[src/hw/power_manager_params.svh]
// Offsets-free timing and reset constants of the power manager pin control.
`ifndef POWER_MANAGER_PARAMS_SVH
`define POWER_MANAGER_PARAMS_SVH

`define CLK_PERIOD_NS   10
`define SEQ_STEP_NS     1000
`define SEQ_STEP_CYC    ((`SEQ_STEP_NS + `CLK_PERIOD_NS - 1) / `CLK_PERIOD_NS)
`define REPROG_NS       2000
`define REPROG_CYC      ((`REPROG_NS + `CLK_PERIOD_NS - 1) / `CLK_PERIOD_NS)
`define SYNC_BIT_NS     2000
`define SYNC_BIT_CYC    (`SYNC_BIT_NS / `CLK_PERIOD_NS)
`define SYNC_ONE_NS     500
`define SYNC_ONE_CYC    ((`SYNC_ONE_NS + `CLK_PERIOD_NS - 1) / `CLK_PERIOD_NS)
`define SYNC_ZERO_NS    1500
`define SYNC_ZERO_CYC   ((`SYNC_ZERO_NS + `CLK_PERIOD_NS - 1) / `CLK_PERIOD_NS)
`define SYNC_SAMPLE_NS  1000
`define SYNC_SAMPLE_CYC (`SYNC_SAMPLE_NS / `CLK_PERIOD_NS)
`define SEQ_LAST_STEP   3'd4
`define SYNC_VEC_W      21
`define SYNC_VEC_RST    21'h0f_ffff

`endif

[src/hw/power_manager_pkg.sv]
// Types shared by the power manager pin control.
package power_manager_pkg;

  typedef enum logic [2:0] {
    ST_COLD,
    ST_REPROG,
    ST_RUN,
    ST_SEQ_OFF,
    ST_HELD,
    ST_SHUT
  } state_t;

endpackage : power_manager_pkg

[src/hw/sync_line_tx.sv]
// Clock and message driver for the shared open-drain sync line.
`include "power_manager_params.svh"

module sync_line_tx #(
  parameter int BIT_CYC    = `SYNC_BIT_CYC,
  parameter int ONE_CYC    = `SYNC_ONE_CYC,
  parameter int ZERO_CYC   = `SYNC_ZERO_CYC,
  parameter int SAMPLE_CYC = `SYNC_SAMPLE_CYC
) (
  input  wire logic       core_clk,
  input  wire logic       nrst,
  input  wire logic       tx_valid,
  input  wire logic [7:0] tx_data,
  output logic            tx_ready,
  input  wire logic       line_sync,
  output logic            line_oe,
  output logic [7:0]      rx_data,
  output logic            rx_valid
);

  if (!(ONE_CYC > 0 && ONE_CYC < SAMPLE_CYC && SAMPLE_CYC < ZERO_CYC &&
        ZERO_CYC < BIT_CYC && BIT_CYC < 65536)) begin : g_bad_timing
    $error("sync line timing out of order");
  end

  logic [15:0] bit_cnt_reg;
  logic [7:0]  shift_reg;
  logic [7:0]  rx_shift_reg;
  logic [3:0]  bits_left_reg;
  logic        cur_bit;
  logic        at_end;

  // Idle periods still carry the clock, coded as ones.
  assign cur_bit = (bits_left_reg != 4'h0) ? shift_reg[7] : 1'b1;
  assign at_end  = (bit_cnt_reg == 16'(BIT_CYC - 1));

  always_ff @(posedge core_clk) begin
    if (!nrst) begin
      bit_cnt_reg <= 16'h0000;
    end else if (at_end) begin
      bit_cnt_reg <= 16'h0000;
    end else begin
      bit_cnt_reg <= bit_cnt_reg + 16'h0001;
    end
  end

  // Every period starts with a falling edge; its low width codes the bit.
  always_ff @(posedge core_clk) begin
    if (!nrst) begin
      line_oe <= 1'b0;
    end else if (bit_cnt_reg == 16'h0000) begin
      line_oe <= 1'b1;
    end else if (bit_cnt_reg == 16'(cur_bit ? ONE_CYC : ZERO_CYC)) begin
      line_oe <= 1'b0;
    end
  end

  always_ff @(posedge core_clk) begin
    if (!nrst) begin
      shift_reg     <= 8'h00;
      bits_left_reg <= 4'h0;
      tx_ready      <= 1'b0;
    end else if (at_end && bits_left_reg != 4'h0) begin
      shift_reg     <= {shift_reg[6:0], 1'b0};
      bits_left_reg <= bits_left_reg - 4'h1;
      tx_ready      <= (bits_left_reg == 4'h1);
    end else if (at_end && tx_valid && tx_ready) begin
      shift_reg     <= tx_data;
      bits_left_reg <= 4'h8;
      tx_ready      <= 1'b0;
    end else begin
      tx_ready      <= (bits_left_reg == 4'h0);
    end
  end

  // A converter answering holds the line low past the sample point.
  always_ff @(posedge core_clk) begin
    if (!nrst) begin
      rx_shift_reg <= 8'h00;
      rx_data      <= 8'h00;
      rx_valid     <= 1'b0;
    end else begin
      rx_valid <= 1'b0;
      if (bit_cnt_reg == 16'(SAMPLE_CYC)) begin
        rx_shift_reg <= {rx_shift_reg[6:0], line_sync};
        if (bits_left_reg == 4'h1) begin
          rx_data  <= {rx_shift_reg[6:0], line_sync};
          rx_valid <= 1'b1;
        end
      end
    end
  end
endmodule : sync_line_tx

[src/hw/power_manager_pin_control.sv]
// Pin-level control and fault logic of the power manager.
//
// Function
// - Mains loss low starts an immediate full system shutdown.
// - Bus address is read from the three address-select inputs.
// - Crowbar trigger asserts on intermediate bus overvoltage.
// - Four separate auxiliary enable outputs switch auxiliary devices.
// - Front supply enable switches the intermediate bus converter.
// - Cold reset input low performs a cold start of the manager.
// - Four active-low interrupts, each set to group hold or hot-swap.
// - Group-hold interrupt pulls its group fault line, pausing group.
// - Hot-swap interrupt assertion starts programming of its group.
// - Hot-swap interrupt release marks the group's converters detached.
// - Write lock low blocks every write to internal memory.
// - No software control can override the write lock.
// - A group fault line pulled low externally is sensed as fault.
// - Device can pull any group fault line low to disable it.
// - Four auxiliary power-good inputs are sampled as device status.
// - Soft reset low turns off converters and auxiliaries in sequence.
// - Soft reset release reprograms and restarts the whole system.
// - The open-drain sync line distributes the master clock.
// - The sync line carries messages together with the clock.
`include "power_manager_params.svh"

module power_manager_pin_control
  import power_manager_pkg::*;
#(
  parameter int SEQ_STEP_CYC = `SEQ_STEP_CYC,
  parameter int REPROG_CYC   = `REPROG_CYC
) (
  input  wire logic       core_clk,
  input  wire logic       nrst,
  input  wire logic       mains_loss_in_n,
  input  wire logic       cold_reset_in_n,
  input  wire logic       soft_reset_in_n,
  input  wire logic       write_lock_in_n,
  input  wire logic [2:0] addr_sel_in,
  input  wire logic [3:0] irq_in_n,
  input  wire logic [3:0] aux_good_in,
  input  wire logic       overvolt_in,
  input  wire logic       group_fault_line_a_in,
  output logic            group_fault_line_a_out,
  output logic            group_fault_line_a_oe,
  input  wire logic       group_fault_line_b_in,
  output logic            group_fault_line_b_out,
  output logic            group_fault_line_b_oe,
  input  wire logic       group_fault_line_c_in,
  output logic            group_fault_line_c_out,
  output logic            group_fault_line_c_oe,
  input  wire logic       group_fault_line_d_in,
  output logic            group_fault_line_d_out,
  output logic            group_fault_line_d_oe,
  input  wire logic       sync_message_line_in,
  output logic            sync_message_line_out,
  output logic            sync_message_line_oe,
  input  wire logic [3:0] irq_mode_cfg,
  input  wire logic [3:0] aux_enable_cfg,
  input  wire logic       front_enable_cfg,
  input  wire logic [3:0] group_disable_cfg,
  input  wire logic       mem_write_req,
  input  wire logic       msg_valid,
  input  wire logic [7:0] msg_data,
  output logic            msg_ready,
  output logic [7:0]      msg_rx_data,
  output logic            msg_rx_valid,
  output logic [2:0]      bus_addr_out,
  output logic            crowbar_trigger_out,
  output logic            front_supply_on_out,
  output logic [3:0]      aux_on_out,
  output logic [3:0]      aux_status_out,
  output logic [3:0]      group_fault_seen_out,
  output logic [3:0]      hot_program_out,
  output logic [3:0]      hot_detach_out,
  output logic            shutdown_out,
  output logic            cold_start_out,
  output logic            reprogram_out,
  output logic            mem_write_en_out
);

  if (SEQ_STEP_CYC < 1 || SEQ_STEP_CYC > 65535 ||
      REPROG_CYC < 1 || REPROG_CYC > 65535) begin : g_bad_counts
    $error("sequencer counts out of range");
  end

  logic [`SYNC_VEC_W-1:0] async_vec;
  logic [`SYNC_VEC_W-1:0] sync1_reg;
  logic [`SYNC_VEC_W-1:0] sync2_reg;
  logic                   mains_s;
  logic                   cold_s;
  logic                   soft_s;
  logic                   lock_s;
  logic [2:0]             addr_s;
  logic [3:0]             irq_s;
  logic [3:0]             good_s;
  logic [3:0]             fault_s;
  logic                   line_s;
  logic                   ov_s;
  logic [3:0]             irq_prev_reg;
  logic [3:0]             fault_oe_reg;
  logic [3:0]             hold_req;
  logic [3:0]             aux_next;
  logic [3:0]             oe_next;
  logic                   front_next;
  logic                   zero_reg;
  state_t                 state_reg;
  state_t                 state_next;
  logic [15:0]            step_cnt_reg;
  logic [2:0]             seq_step_reg;
  logic                   step_done;
  logic                   reprog_done;

  assign async_vec = {overvolt_in, sync_message_line_in,
                      group_fault_line_d_in, group_fault_line_c_in,
                      group_fault_line_b_in, group_fault_line_a_in,
                      aux_good_in, irq_in_n, addr_sel_in,
                      write_lock_in_n, soft_reset_in_n, cold_reset_in_n,
                      mains_loss_in_n};

  // Pins are asynchronous to core_clk; only the second stage is read.
  always_ff @(posedge core_clk) begin
    if (!nrst) begin
      sync1_reg <= `SYNC_VEC_RST;
      sync2_reg <= `SYNC_VEC_RST;
    end else begin
      sync1_reg <= async_vec;
      sync2_reg <= sync1_reg;
    end
  end

  assign mains_s = sync2_reg[0];
  assign cold_s  = sync2_reg[1];
  assign soft_s  = sync2_reg[2];
  assign lock_s  = sync2_reg[3];
  assign addr_s  = sync2_reg[6:4];
  assign irq_s   = sync2_reg[10:7];
  assign good_s  = sync2_reg[14:11];
  assign fault_s = sync2_reg[18:15];
  assign line_s  = sync2_reg[19];
  assign ov_s    = sync2_reg[20];

  assign step_done   = (step_cnt_reg == 16'(SEQ_STEP_CYC - 1));
  assign reprog_done = (step_cnt_reg == 16'(REPROG_CYC - 1));

  always_comb begin
    state_next = state_reg;
    if (!cold_s) begin
      state_next = ST_COLD;
    end else if (!mains_s) begin
      state_next = ST_SHUT;
    end else begin
      case (state_reg)
        ST_COLD:    state_next = ST_REPROG;
        ST_SHUT:    state_next = ST_REPROG;
        ST_RUN: begin
          if (!soft_s) begin
            state_next = ST_SEQ_OFF;
          end
        end
        ST_SEQ_OFF: begin
          if (step_done && seq_step_reg == `SEQ_LAST_STEP) begin
            state_next = ST_HELD;
          end
        end
        ST_HELD: begin
          if (soft_s) begin
            state_next = ST_REPROG;
          end
        end
        ST_REPROG: begin
          if (!soft_s) begin
            state_next = ST_SEQ_OFF;
          end else if (reprog_done) begin
            state_next = ST_RUN;
          end
        end
        default:    state_next = ST_COLD;
      endcase
    end
  end

  always_ff @(posedge core_clk) begin
    if (!nrst) begin
      state_reg <= ST_COLD;
    end else begin
      state_reg <= state_next;
    end
  end

  // One timer paces both the shutdown steps and the reprogram window.
  always_ff @(posedge core_clk) begin
    if (!nrst) begin
      step_cnt_reg <= 16'h0000;
      seq_step_reg <= 3'd0;
    end else if (state_next != state_reg) begin
      step_cnt_reg <= 16'h0000;
      seq_step_reg <= 3'd0;
    end else if (state_reg == ST_SEQ_OFF && step_done) begin
      step_cnt_reg <= 16'h0000;
      seq_step_reg <= seq_step_reg + 3'd1;
    end else begin
      step_cnt_reg <= step_cnt_reg + 16'h0001;
    end
  end

  // Group-hold interrupts pull their own group line while asserted.
  assign hold_req = ~irq_s & ~irq_mode_cfg;

  // Soft-reset shutdown drops group lines first, then one auxiliary per step.
  always_comb begin
    aux_next   = 4'h0;
    oe_next    = 4'hf;
    front_next = 1'b0;
    case (state_next)
      ST_RUN: begin
        oe_next    = group_disable_cfg | hold_req;
        aux_next   = aux_enable_cfg & ~hold_req & fault_s;
        front_next = front_enable_cfg;
      end
      ST_REPROG: begin
        front_next = front_enable_cfg;
      end
      ST_SEQ_OFF: begin
        for (int i = 0; i < 4; i++) begin
          aux_next[i] = aux_on_out[i] && (seq_step_reg <= 3'(i));
        end
        front_next = front_enable_cfg;
      end
      ST_HELD: begin
        front_next = front_enable_cfg;
      end
      ST_SHUT: begin
        front_next = 1'b0;
      end
      ST_COLD: begin
        front_next = 1'b0;
      end
      default: begin
        front_next = 1'b0;
      end
    endcase
  end

  always_ff @(posedge core_clk) begin
    if (!nrst) begin
      aux_on_out          <= 4'h0;
      fault_oe_reg        <= 4'hf;
      front_supply_on_out <= 1'b0;
    end else begin
      aux_on_out          <= aux_next;
      fault_oe_reg        <= oe_next;
      front_supply_on_out <= front_next && !crowbar_trigger_out;
    end
  end

  assign group_fault_line_a_oe = fault_oe_reg[0];
  assign group_fault_line_b_oe = fault_oe_reg[1];
  assign group_fault_line_c_oe = fault_oe_reg[2];
  assign group_fault_line_d_oe = fault_oe_reg[3];

  // Open-drain pins only ever drive low.
  always_ff @(posedge core_clk) begin
    if (!nrst) begin
      zero_reg <= 1'b0;
    end else begin
      zero_reg <= 1'b0;
    end
  end

  assign group_fault_line_a_out = zero_reg;
  assign group_fault_line_b_out = zero_reg;
  assign group_fault_line_c_out = zero_reg;
  assign group_fault_line_d_out = zero_reg;
  assign sync_message_line_out  = zero_reg;

  always_ff @(posedge core_clk) begin
    if (!nrst) begin
      shutdown_out   <= 1'b0;
      cold_start_out <= 1'b0;
      reprogram_out  <= 1'b0;
    end else begin
      shutdown_out   <= (state_next == ST_SHUT);
      cold_start_out <= (state_reg == ST_COLD) && (state_next != ST_COLD);
      reprogram_out  <= (state_next == ST_REPROG);
    end
  end

  // The crowbar stays latched until a cold start clears it.
  always_ff @(posedge core_clk) begin
    if (!nrst) begin
      crowbar_trigger_out <= 1'b0;
    end else if (ov_s) begin
      crowbar_trigger_out <= 1'b1;
    end else if (!cold_s) begin
      crowbar_trigger_out <= 1'b0;
    end
  end

  always_ff @(posedge core_clk) begin
    if (!nrst) begin
      irq_prev_reg    <= 4'hf;
      hot_program_out <= 4'h0;
      hot_detach_out  <= 4'h0;
    end else begin
      irq_prev_reg    <= irq_s;
      hot_program_out <= irq_prev_reg & ~irq_s & irq_mode_cfg;
      hot_detach_out  <= ~irq_prev_reg & irq_s & irq_mode_cfg;
    end
  end

  // Only the lock pin gates writes; no configuration input reaches it.
  always_ff @(posedge core_clk) begin
    if (!nrst) begin
      mem_write_en_out <= 1'b0;
    end else begin
      mem_write_en_out <= mem_write_req && lock_s;
    end
  end

  // A low line that this device is not pulling is someone else's fault.
  always_ff @(posedge core_clk) begin
    if (!nrst) begin
      group_fault_seen_out <= 4'h0;
      aux_status_out       <= 4'h0;
      bus_addr_out         <= 3'd0;
    end else begin
      group_fault_seen_out <= ~fault_s & ~fault_oe_reg;
      aux_status_out       <= good_s;
      bus_addr_out         <= addr_s;
    end
  end

  sync_line_tx u_sync_line (
    .core_clk  (core_clk),
    .nrst      (nrst),
    .tx_valid  (msg_valid),
    .tx_data   (msg_data),
    .tx_ready  (msg_ready),
    .line_sync (line_s),
    .line_oe   (sync_message_line_oe),
    .rx_data   (msg_rx_data),
    .rx_valid  (msg_rx_valid)
  );
endmodule : power_manager_pin_control

[config.mk]
export PLATFORM = sky130hd
export DESIGN_NAME = power_manager_pin_control
export DESIGN_NICKNAME = d
export VERILOG_FILES = /design/src/hw/power_manager_pkg.sv /design/src/hw/sync_line_tx.sv /design/src/hw/power_manager_pin_control.sv
export VERILOG_INCLUDE_DIRS = /design/src /design/src/hw
export SDC_FILE = /design/constraint.sdc
export NUM_CORES = 1
export LEC_CHECK = 0
export BUFFER_PORTS_ARGS = -buffer_cell sky130_fd_sc_hd__buf_2
export CAP_MARGIN = 10
export CORE_MARGIN = 2
export CORE_UTILIZATION = 60
export CTS_BUF_LIST = sky130_fd_sc_hd__clkbuf_16
export CTS_CLUSTER_DIAMETER = 60
export DETAILED_ROUTE_END_ITERATION = 16
export GPL_TIMING_DRIVEN = 1
export PLACE_DENSITY = 0.93
export SLEW_MARGIN = 10
export SYNTH_ARGS = -nofsm -noshare
export SYNTH_HDL_FRONTEND = slang
export SYNTH_SLANG_ARGS = --single-unit
[constraint.sdc]
create_clock -name core_clk -period 3.2 [get_ports core_clk]
set_clock_uncertainty 0.2 [all_clocks]
set_input_delay 0 -clock core_clk [delete_from_list [all_inputs] [get_ports core_clk]]
set_output_delay 0 -clock core_clk [all_outputs]
set_load 0.01 [all_outputs]
==> results of run 1 <==
-- worst max-delay path by stage --
stage	slack [ps]	to	cells after the start
floorplan	990	step_cnt_reg[10]	9
global placement	720	seq_step_reg[0]	7
detailed placement	550	step_cnt_reg[15]	7
CTS	40	fault_oe_reg[3]	7
global route	-10	fault_oe_reg[0]	8
finish	130	fault_oe_reg[3]	8
-- report_power, final --
group | total [mW] | internal (mW) | switching [mW]
Clock | 1.92 | 1.03 | 0.890
Sequential | 1.91 | 1.88 | 0.0320
Combinational | 0.263 | 0.128 | 0.134
-- timing repair --
action / in CTS / in global routing
hold buffers: 61 / 0
gates resized for setup: 0 / 2
setup endpoints to repair: 0 / 4
buffers inserted: 0 / 4
endpoints found under the hold margin: 58 / 0
-- layout make-up --
cell class / instances / share of cell area
Timing Repair Buffer: 157 / 0.151
Tap cell: 111 / 0.0189
Inverter: 12 / 0.00614
Clock buffer: 17 / 0.0580
Multi-Input combinational cell: 388 / 0.345
Sequential cell: 147 / 0.401
Antenna cell: 1 / 0.000341
Clock inverter: 15 / 0.0188
-- through the flow --
| stage | cells | setup WS, ps |
|---|---|---|
| floorplan | 576 | 988 |
| global placement | 750 | 725 |
| detailed placement | 750 | 545 |
| CTS | 843 | 44.0 |
| global route | 848 | -10.3 |
| finish | 848 | 129 |
-- cells by family (layout without fill, tap and decap cells) --
group	count (synthesis)	in the layout
and+or+nand+nor	268	268
DFF	147	147
AOI/OAI and AO/OA	53	53
buffers and inverters	41	201
xor gates and xnor gates	30	30
muxes	20	20
adders and majority gates	12	12
other	1	6
-- worst register-to-register path, cell delays in order (launching register included) --
cell,delay [ps]
dfxtp_1,440
ha_2,280
and3b_1,160
nand4_1,150
nor2b_1,220
o31ai_4,440
nand2b_2,160
or3_1,370
dlygate4sd3_1,560
-- per-layer routing --
layer,global-route usage,part of all wire,routed length [um]
met3,0.0835,0.059,909
met5,0,0,0
met1,0.328,0.37,5760
met4,0.160,0.044,676
met2,0.562,0.53,8160
-- cell usage in the layout, fill, tap and decap left out, types with 3 or more instances in the layout --
master         instances
dfxtp_1              147
buf_2                 89
dlygate4sd3_1         61
nor2_1                59
nand2b_1              46
nand2_1               33
a21oi_1               23
nand3_1               23
nor3_1                21
mux2i_1               19
xor2_1                17
clkbuf_16             17
xnor2_1               13
and2_1                13
inv_1                 12
ha_1                  11
and3_1                10
nand4_1                8
o21ai_0                8
or3_1                  8
nor3_2                 7
a22oi_1                7
buf_4                  7
inv_6                  6
conb_1                 5
nor2b_1                4
nor3b_1                3
o211ai_1               3
and4_1                 3
nand4b_1               3
and4b_1                3
clkinv_4               3
inv_8                  3
==> out/qor.yml, run 1 <==
drv_slew: 0
critPathLaunchType: "register"
remaining_drc_errors: 0
clk_latency_ps: 430
maxSlewHeadroom: 0.592
cp.arrival_ps: 3180
p_leak_nw: 2.94
hold_depth: 3
synth_compound_area_frac: 0.0590
synth_mux_area_frac: 0.0356
dieHeight_um: 101
cts.sinks: 147
ys_top_cells_by_count: "dfxtp_1, nor2_1, nand2b_1, nand2_1"
yosysTopAreaCell: "dfxtp_1"
antenna_found_initial: 1
r2r_slack_ps: 130
timing.hold.ws_ps: 97.5
syn_area_sq_um: 5670
dieWidth_um: 101
io_buffers: 89
drt-initial-drc-count: 366
drt_wl_total_um: 15500
timing.fmax_mhz: 326
vias: 4858
synthTopCellsByArea: "dfxtp_1, nand2b_1, nor2_1, mux2i_1, ha_1"
fin_util: 0.797
initial_utilization: 0.616
finalNetCount: 781
routedWlPerCell_um: 18.3
multi_input_area_sq_um: 2530
ys_warn_count: 0
die-area_sq_um: 10200
clk_pin_slew_worst_paths_ps: 70
cp_slowest_cell: "dlygate4sd3_1"
grt_first_pass_wirelength_um: 24200
routed_via_density: 5.73
drive_gt1_frac: 0.205
synth-seq-area-share: 0.519
finalHoldViolCount: 0
ys_types: 61
critPathMaxStageDelay_ps: 560
drv_cap: 0
syn_avg_cell_area_sq_um: 9.90
row_count: 35
synth_fa_ha_area_frac: 0.0265
hp-start: "addr_sel_in[0]"
rr_endpoint: "fault_oe_reg[3]"
synth-edff-count: 0
synth-seq-cells: 147
cp_top_family: "simple AND/OR/NAND/NOR gates"
power_mw: 4.09
path_class: "register to register"
htreeDepth: 4
critPathMaxFanout: 7
core_area_sq_um: 9200
numCtsBuffers: 17
cts-root-buf: "clkbuf_16"
synth-async-reset-ratio: 0
ios: 95
grt_util_all_layers: 0.310
area_delta_synth_final_pct: 29.4
grt_pass1_vias: 4908
path_buf_inv: 1
fill_cells: 466
gp_congestion: 0.879
synth_top_family_by_area: "simple AND/OR/NAND/NOR gates"
seq_area_sq_um: 2940
setup_violations: 0
dp_hpwl_um: 8180
ant_nets: 0
grt_max_degree: 58
clock_path_buffers: 2
peakVddDrop_mv: 0.496
final_area_sq_um: 7330
outcome: "finished clean"
crit_chain: "ha_2 -> and3b_1 -> nand4_1 -> nor2b_1 -> o31ai_4 -> nand2b_2 -> or3_1 -> dlygate4sd3_1"
powerDensity_nw_per_um2: 558
drt_first_pass_iters: 5
worstHoldPathType: "input pin to register"
postSynth.topFlopCell: "dfxtp_1"
yosys.area_share.simple: 0.275
crit_start: "step_cnt_reg[0]"
cts_tree: "built"
tightest_slew_ps: 611
min_period_ps: 3070
synthCells: 572
ff2ff_path_depth: 8
fin_crit_sh: 0.960
synthXorXnorAreaFrac: 0.0464
dpl_cell_area_sq_um: 6120
crit_required_ps: 3310
fin_tns_setup_ps: 0
post-synth-top-area-fraction: 0.519
endpoint_kind: "register"
holdPathEnd: "sync1_reg[4]"
r2r-start: "step_cnt_reg[0]"
grt-ovfl-total: 0
yosysMostFrequentCell: "dfxtp_1"
Note: power is estimated with default switching activity, not from simulation.
==> run 2, diff against run 1 <==
- BUFFER_PORTS_ARGS: -buffer_cell sky130_fd_sc_hd__buf_2 -> not set
- CORE_UTILIZATION: 60 -> 61
- DONT_BUFFER_PORTS: not set -> 1
- PLACE_DENSITY: 0.93 -> 0.86
==> out/qor.yml, run 2 (synthesis results as in run 1) <==
outcome: "finished clean"
ios: 95  # unchanged
row_count: 35  # unchanged
critPathLaunchType: "register"
io_buffers: 0  # -100%
path_buf_inv: 2  # +1
crit_required_ps: 3300  # about the same
drt-initial-drc-count: 207  # -43%
fin_crit_sh: 0.949  # -0.0101
cts.sinks: 147  # unchanged
maxSlewHeadroom: 0.470  # -0.123
endpoint_kind: "register"
die-area_sq_um: 10100  # -1.6%
clk_latency_ps: 420  # about the same
fin_tns_setup_ps: 0  # unchanged
dieWidth_um: 100  # -0.79%
vias: 4282  # -12%
area_delta_synth_final_pct: 19.9
grt_first_pass_wirelength_um: 20900  # -14%
path_class: "register to register"
grt_max_degree: 70  # +21%
gp_congestion: 0.883  # +0.53%
cp.arrival_ps: 3140  # -40 ps
peakVddDrop_mv: 0.439  # -12%
numCtsBuffers: 17  # unchanged
powerDensity_nw_per_um2: 591  # +5.9%
grt-ovfl-total: 0  # unchanged
htreeDepth: 4  # unchanged
dieHeight_um: 100  # -0.79%
min_period_ps: 3040  # -32.2 ps
drv_slew: 0  # unchanged
n_antenna_cell: 0  # -1
remaining_drc_errors: 0  # unchanged
ant_nets: 0  # unchanged
cp_top_family: "simple AND/OR/NAND/NOR gates"
timing.hold.ws_ps: 21.5  # -76.0 ps
cp_slowest_cell: "dlygate4sd3_1"
tightest_slew_ps: 791  # +179 ps
drv_cap: 0  # unchanged
antenna_found_initial: 0  # -1
core_area_sq_um: 9110  # -0.95%
initial_utilization: 0.622  # +0.00592
cts_tree: "built"
clk_pin_slew_worst_paths_ps: 70  # about the same
p_leak_nw: 2.52  # -14%
drt_first_pass_iters: 5  # unchanged
worstHoldPathType: "input pin to register"
fin_util: 0.746  # -0.0515
crit_chain: "inv_1 -> ha_1 -> and3_1 -> a31oi_2 -> o211ai_1 -> nand2b_2 -> or3_1 -> dlygate4sd3_1"
drive_gt1_frac: 0.0975  # -0.108
final_cell_mix: "dfxtp_1, nor2_1, dlygate4sd3_1"
power_mw: 4.01  # -1.9%
routed_via_density: 5.73  # about the same
finalNetCount: 681  # -13%
critPathMaxFanout: 6  # -1
routedWlPerCell_um: 17.9  # -2.0%
final_common_cell: "dfxtp_1"
drt_wl_total_um: 13400  # -14%
grt_pass1_vias: 4386  # -11%
critPathMaxStageDelay_ps: 580  # +20 ps
timing.fmax_mhz: 329  # +1.1%
dp_hpwl_um: 7670  # -6.3%
finalHoldViolCount: 0  # unchanged
setup_violations: 0  # unchanged
grt_util_all_layers: 0.269  # -0.0403
cts-root-buf: "clkbuf_16"
clock_path_buffers: 2  # unchanged
==> run 2: worst reg2reg max path, delay by kind of cell (launching register included) <==
| family | cells | cell delay, ps |
|---|---|---|
| buf+inv | 2 | 710 |
| compound gates | 2 | 550 |
| simple gates | 3 | 840 |
| fa+ha+maj | 1 | 230 |
| flops | 1 | 400 |
==> run 2: report_power, final <==
part	switching [mW]	leakage [nW]	internal, mW
clock	0.856	0.272	1.03
sequential	0.0424	1.20	1.88
combinational	0.107	1.04	0.101
total	1.01	2.52	3.01
==> run 2: cell type report <==
class,instances,area [sq um]
flip-flops and latches,147,2940
multi-input cells,388,2530
fillers,542,2320
repair buffers,57,573
clock buffers,17,425
well taps,111,139
clock inverters,15,136
inverters,12,45.0
==> run 2: per-stage QoR <==
| stage | setup WS, ps | cells | area, sq um |
|---|---|---|---|
| 2_1_floorplan | 988 | 576 | 5680 |
| 3_3_place_gp | 707 | 661 | 5680 |
| 3_5_place_dp | 570 | 661 | 5680 |
| 4_1_cts | 99.0 | 744 | 6770 |
| 5_1_grt | -8.06 | 747 | 6790 |
| 6_report | 162 | 747 | 6790 |
==> run 2: what timing repair did <==
action                                  4_1_cts  5_1_grt
gates resized for setup                       0        2
hold buffers                                 51        0
buffers inserted                              0        3
endpoints found under the setup margin        0        2
hold endpoints to repair                    122        0
==> run 2: path summary, 6_finish.rpt <==
kind	start	endpoint	slack, ps	cells past startpoint
hold reg to reg	sync1_reg[17]	sync2_reg[17]	210	1
setup / recovery	seq_step_reg[0]	fault_oe_reg[1]	160	8
setup reg to reg	seq_step_reg[0]	fault_oe_reg[1]	160	8
hold / removal	addr_sel_in[0]	sync1_reg[4]	20	2
==> run 2: metal layers <==
metal	routed length [um]	global-route usage
met1	5260	0.290
met2	6950	0.485
met3	738	0.0689
met4	434	0.135
met5	0	0.0154
==> run 3, diff against run 2 <==
- SETUP_SLACK_MARGIN: not set -> 0.2
==> out/qor.yml, run 3 (synthesis results as in run 1) <==
outcome: "finished clean"
worstHoldPathType: "input pin to register"
grt_max_degree: 70  # unchanged
area_delta_synth_final_pct: 19.1
ant_nets: 0  # unchanged
crit_required_ps: 3270  # -30 ps
crit_chain: "ha_1 -> nor4b_4 -> a31oi_2 -> o31ai_4 -> a211o_1 -> buf_4 -> nor3_1"
min_period_ps: 2700  # -336 ps
cp.arrival_ps: 2780  # -360 ps
grt-ovfl-total: 0  # unchanged
cts.sinks: 147  # unchanged
critPathMaxFanout: 19  # +13
numCtsBuffers: 17  # unchanged
path_buf_inv: 1  # -1
drt_wl_total_um: 13000  # -2.6%
fin_crit_sh: 0.844  # -0.105
io_buffers: 0  # unchanged
dieHeight_um: 100  # unchanged
peakVddDrop_mv: 0.430  # -2.1%
r2r_slack_ps: 500  # +340 ps
powerDensity_nw_per_um2: 593  # +0.36%
endpoint_kind: "register"
path_class: "register to register"
remaining_drc_errors: 0  # unchanged
clock_path_buffers: 2  # unchanged
cts_tree: "built"
hold_buffers: 49  # -3.9%
n_antenna_cell: 0  # unchanged
timing.fmax_mhz: 370  # +12%
p_leak_nw: 2.50  # -0.59%
htreeDepth: 4  # unchanged
dp_hpwl_um: 7670  # unchanged
vias: 4261  # -0.49%
ios: 95  # unchanged
drive_gt1_frac: 0.0919  # -0.00557
drv_slew: 0  # unchanged
grt_pass1_vias: 4352  # -0.78%
finalNetCount: 676  # -0.73%
drv_cap: 0  # unchanged
clk_pin_slew_worst_paths_ps: 70  # about the same
cts-root-buf: "clkbuf_16"
rsz0062_at_grt: "no"
post_cts_buffers: 0  # unchanged
cp_top_family: "compound AO/OA/AOI/OAI gates"
grt_util_all_layers: 0.265  # -0.00480
drt_first_pass_iters: 5  # unchanged
gp_congestion: 0.883  # unchanged
critPathLaunchType: "register"
initial_utilization: 0.622  # unchanged
core_area_sq_um: 9110  # unchanged
routedWlPerCell_um: 17.6  # -1.9%
maxSlewHeadroom: 0.465  # -0.00488
finalHoldViolCount: 0  # unchanged
final_common_cell: "dfxtp_1"
drt-initial-drc-count: 273  # +32%
dieWidth_um: 100  # unchanged
fin_tns_setup_ps: 0  # unchanged
cts_resized: 0  # unchanged
fill_cells: 548  # +1.1%
antenna_found_initial: 0  # unchanged
routed_via_density: 5.74  # +0.18%
row_count: 35  # unchanged
setup_violations: 0  # unchanged
fin_util: 0.741  # -0.00495
die-area_sq_um: 10100  # unchanged
grt_first_pass_wirelength_um: 20700  # -1.2%
final_cell_mix: "dfxtp_1, nor2_1, dlygate4sd3_1"
clk_latency_ps: 420  # about the same
cp_slowest_cell: "o31ai_4"
tightest_slew_ps: 798  # +7.28 ps
critPathMaxStageDelay_ps: 540  # -40 ps
==> run 3: cell count changes in the layout (fill, tap and decap cells not counted) <==
cell	change
buf_4	-3
dlygate4sd3_1	-2
ha_1	+1
ha_2	-1
o21ai_0	+1
o21ai_1	-1
==> run 3: routing by layer <==
metal / vias to the layer above / part of all wire / global-route usage / routed length (um)
met5: - / 0 / 0 / 0
met4: 0 / 0.038 / 0.144 / 491
met3: 35 / 0.056 / 0.0759 / 734
li1: 2038 / - / - / -
met1: 2026 / 0.39 / 0.278 / 5040
met2: 162 / 0.52 / 0.474 / 6770
==> run 3: area by class of cell <==
type | instances | area [sq um] | area share
inverters | 12 | 45.0 | 0.00668
clock inverters | 15 | 136 | 0.0202
well taps | 111 | 139 | 0.0206
repair buffers | 52 | 531 | 0.0786
multi-input cells | 388 | 2530 | 0.375
clock buffers | 17 | 425 | 0.0631
flip-flops and latches | 147 | 2940 | 0.436
==> run 3: final timing paths <==
path | start | endpoint | depth (start not counted)
setup / recovery | step_cnt_reg[0] | seq_step_reg[2] | 7
hold / removal | addr_sel_in[0] | sync1_reg[4] | 2
setup reg to reg | step_cnt_reg[0] | seq_step_reg[2] | 7
hold reg to reg | sync1_reg[0] | sync2_reg[0] | 1
==> run 3: per-stage QoR <==
stage | instance area, sq um | total power, mW | instances | hold WS, ps | setup slack [ps]
2_1_floorplan | 5680 | 2.08 | 576 | -98.5 | 988
3_3_place_gp | 5680 | 2.08 | 661 | -122 | 707
3_5_place_dp | 5680 | 2.08 | 661 | -119 | 570
4_1_cts | 6750 | 4.00 | 742 | 6.76 | 545
5_1_grt | 6750 | 4.11 | 742 | 15.8 | 354
6_report | 6750 | 4.00 | 742 | 18.9 | 498
==> run 3: worst register-to-register path, cell delays in order (launching register included) <==
cell	delay (ps)
dfxtp_1	440
ha_1	290
nor4b_4	330
a31oi_2	190
o31ai_4	540
a211o_1	200
buf_4	260
nor3_1	110
==> run 3: power by group <==
part | internal, mW | leakage [nW] | switching, mW | total (mW)
sequential | 1.88 | 1.20 | 0.0420 | 1.92
clock | 1.03 | 0.272 | 0.854 | 1.88
combinational | 0.0943 | 1.03 | 0.103 | 0.197
total | 3.00 | 2.50 | 0.999 | 4.00
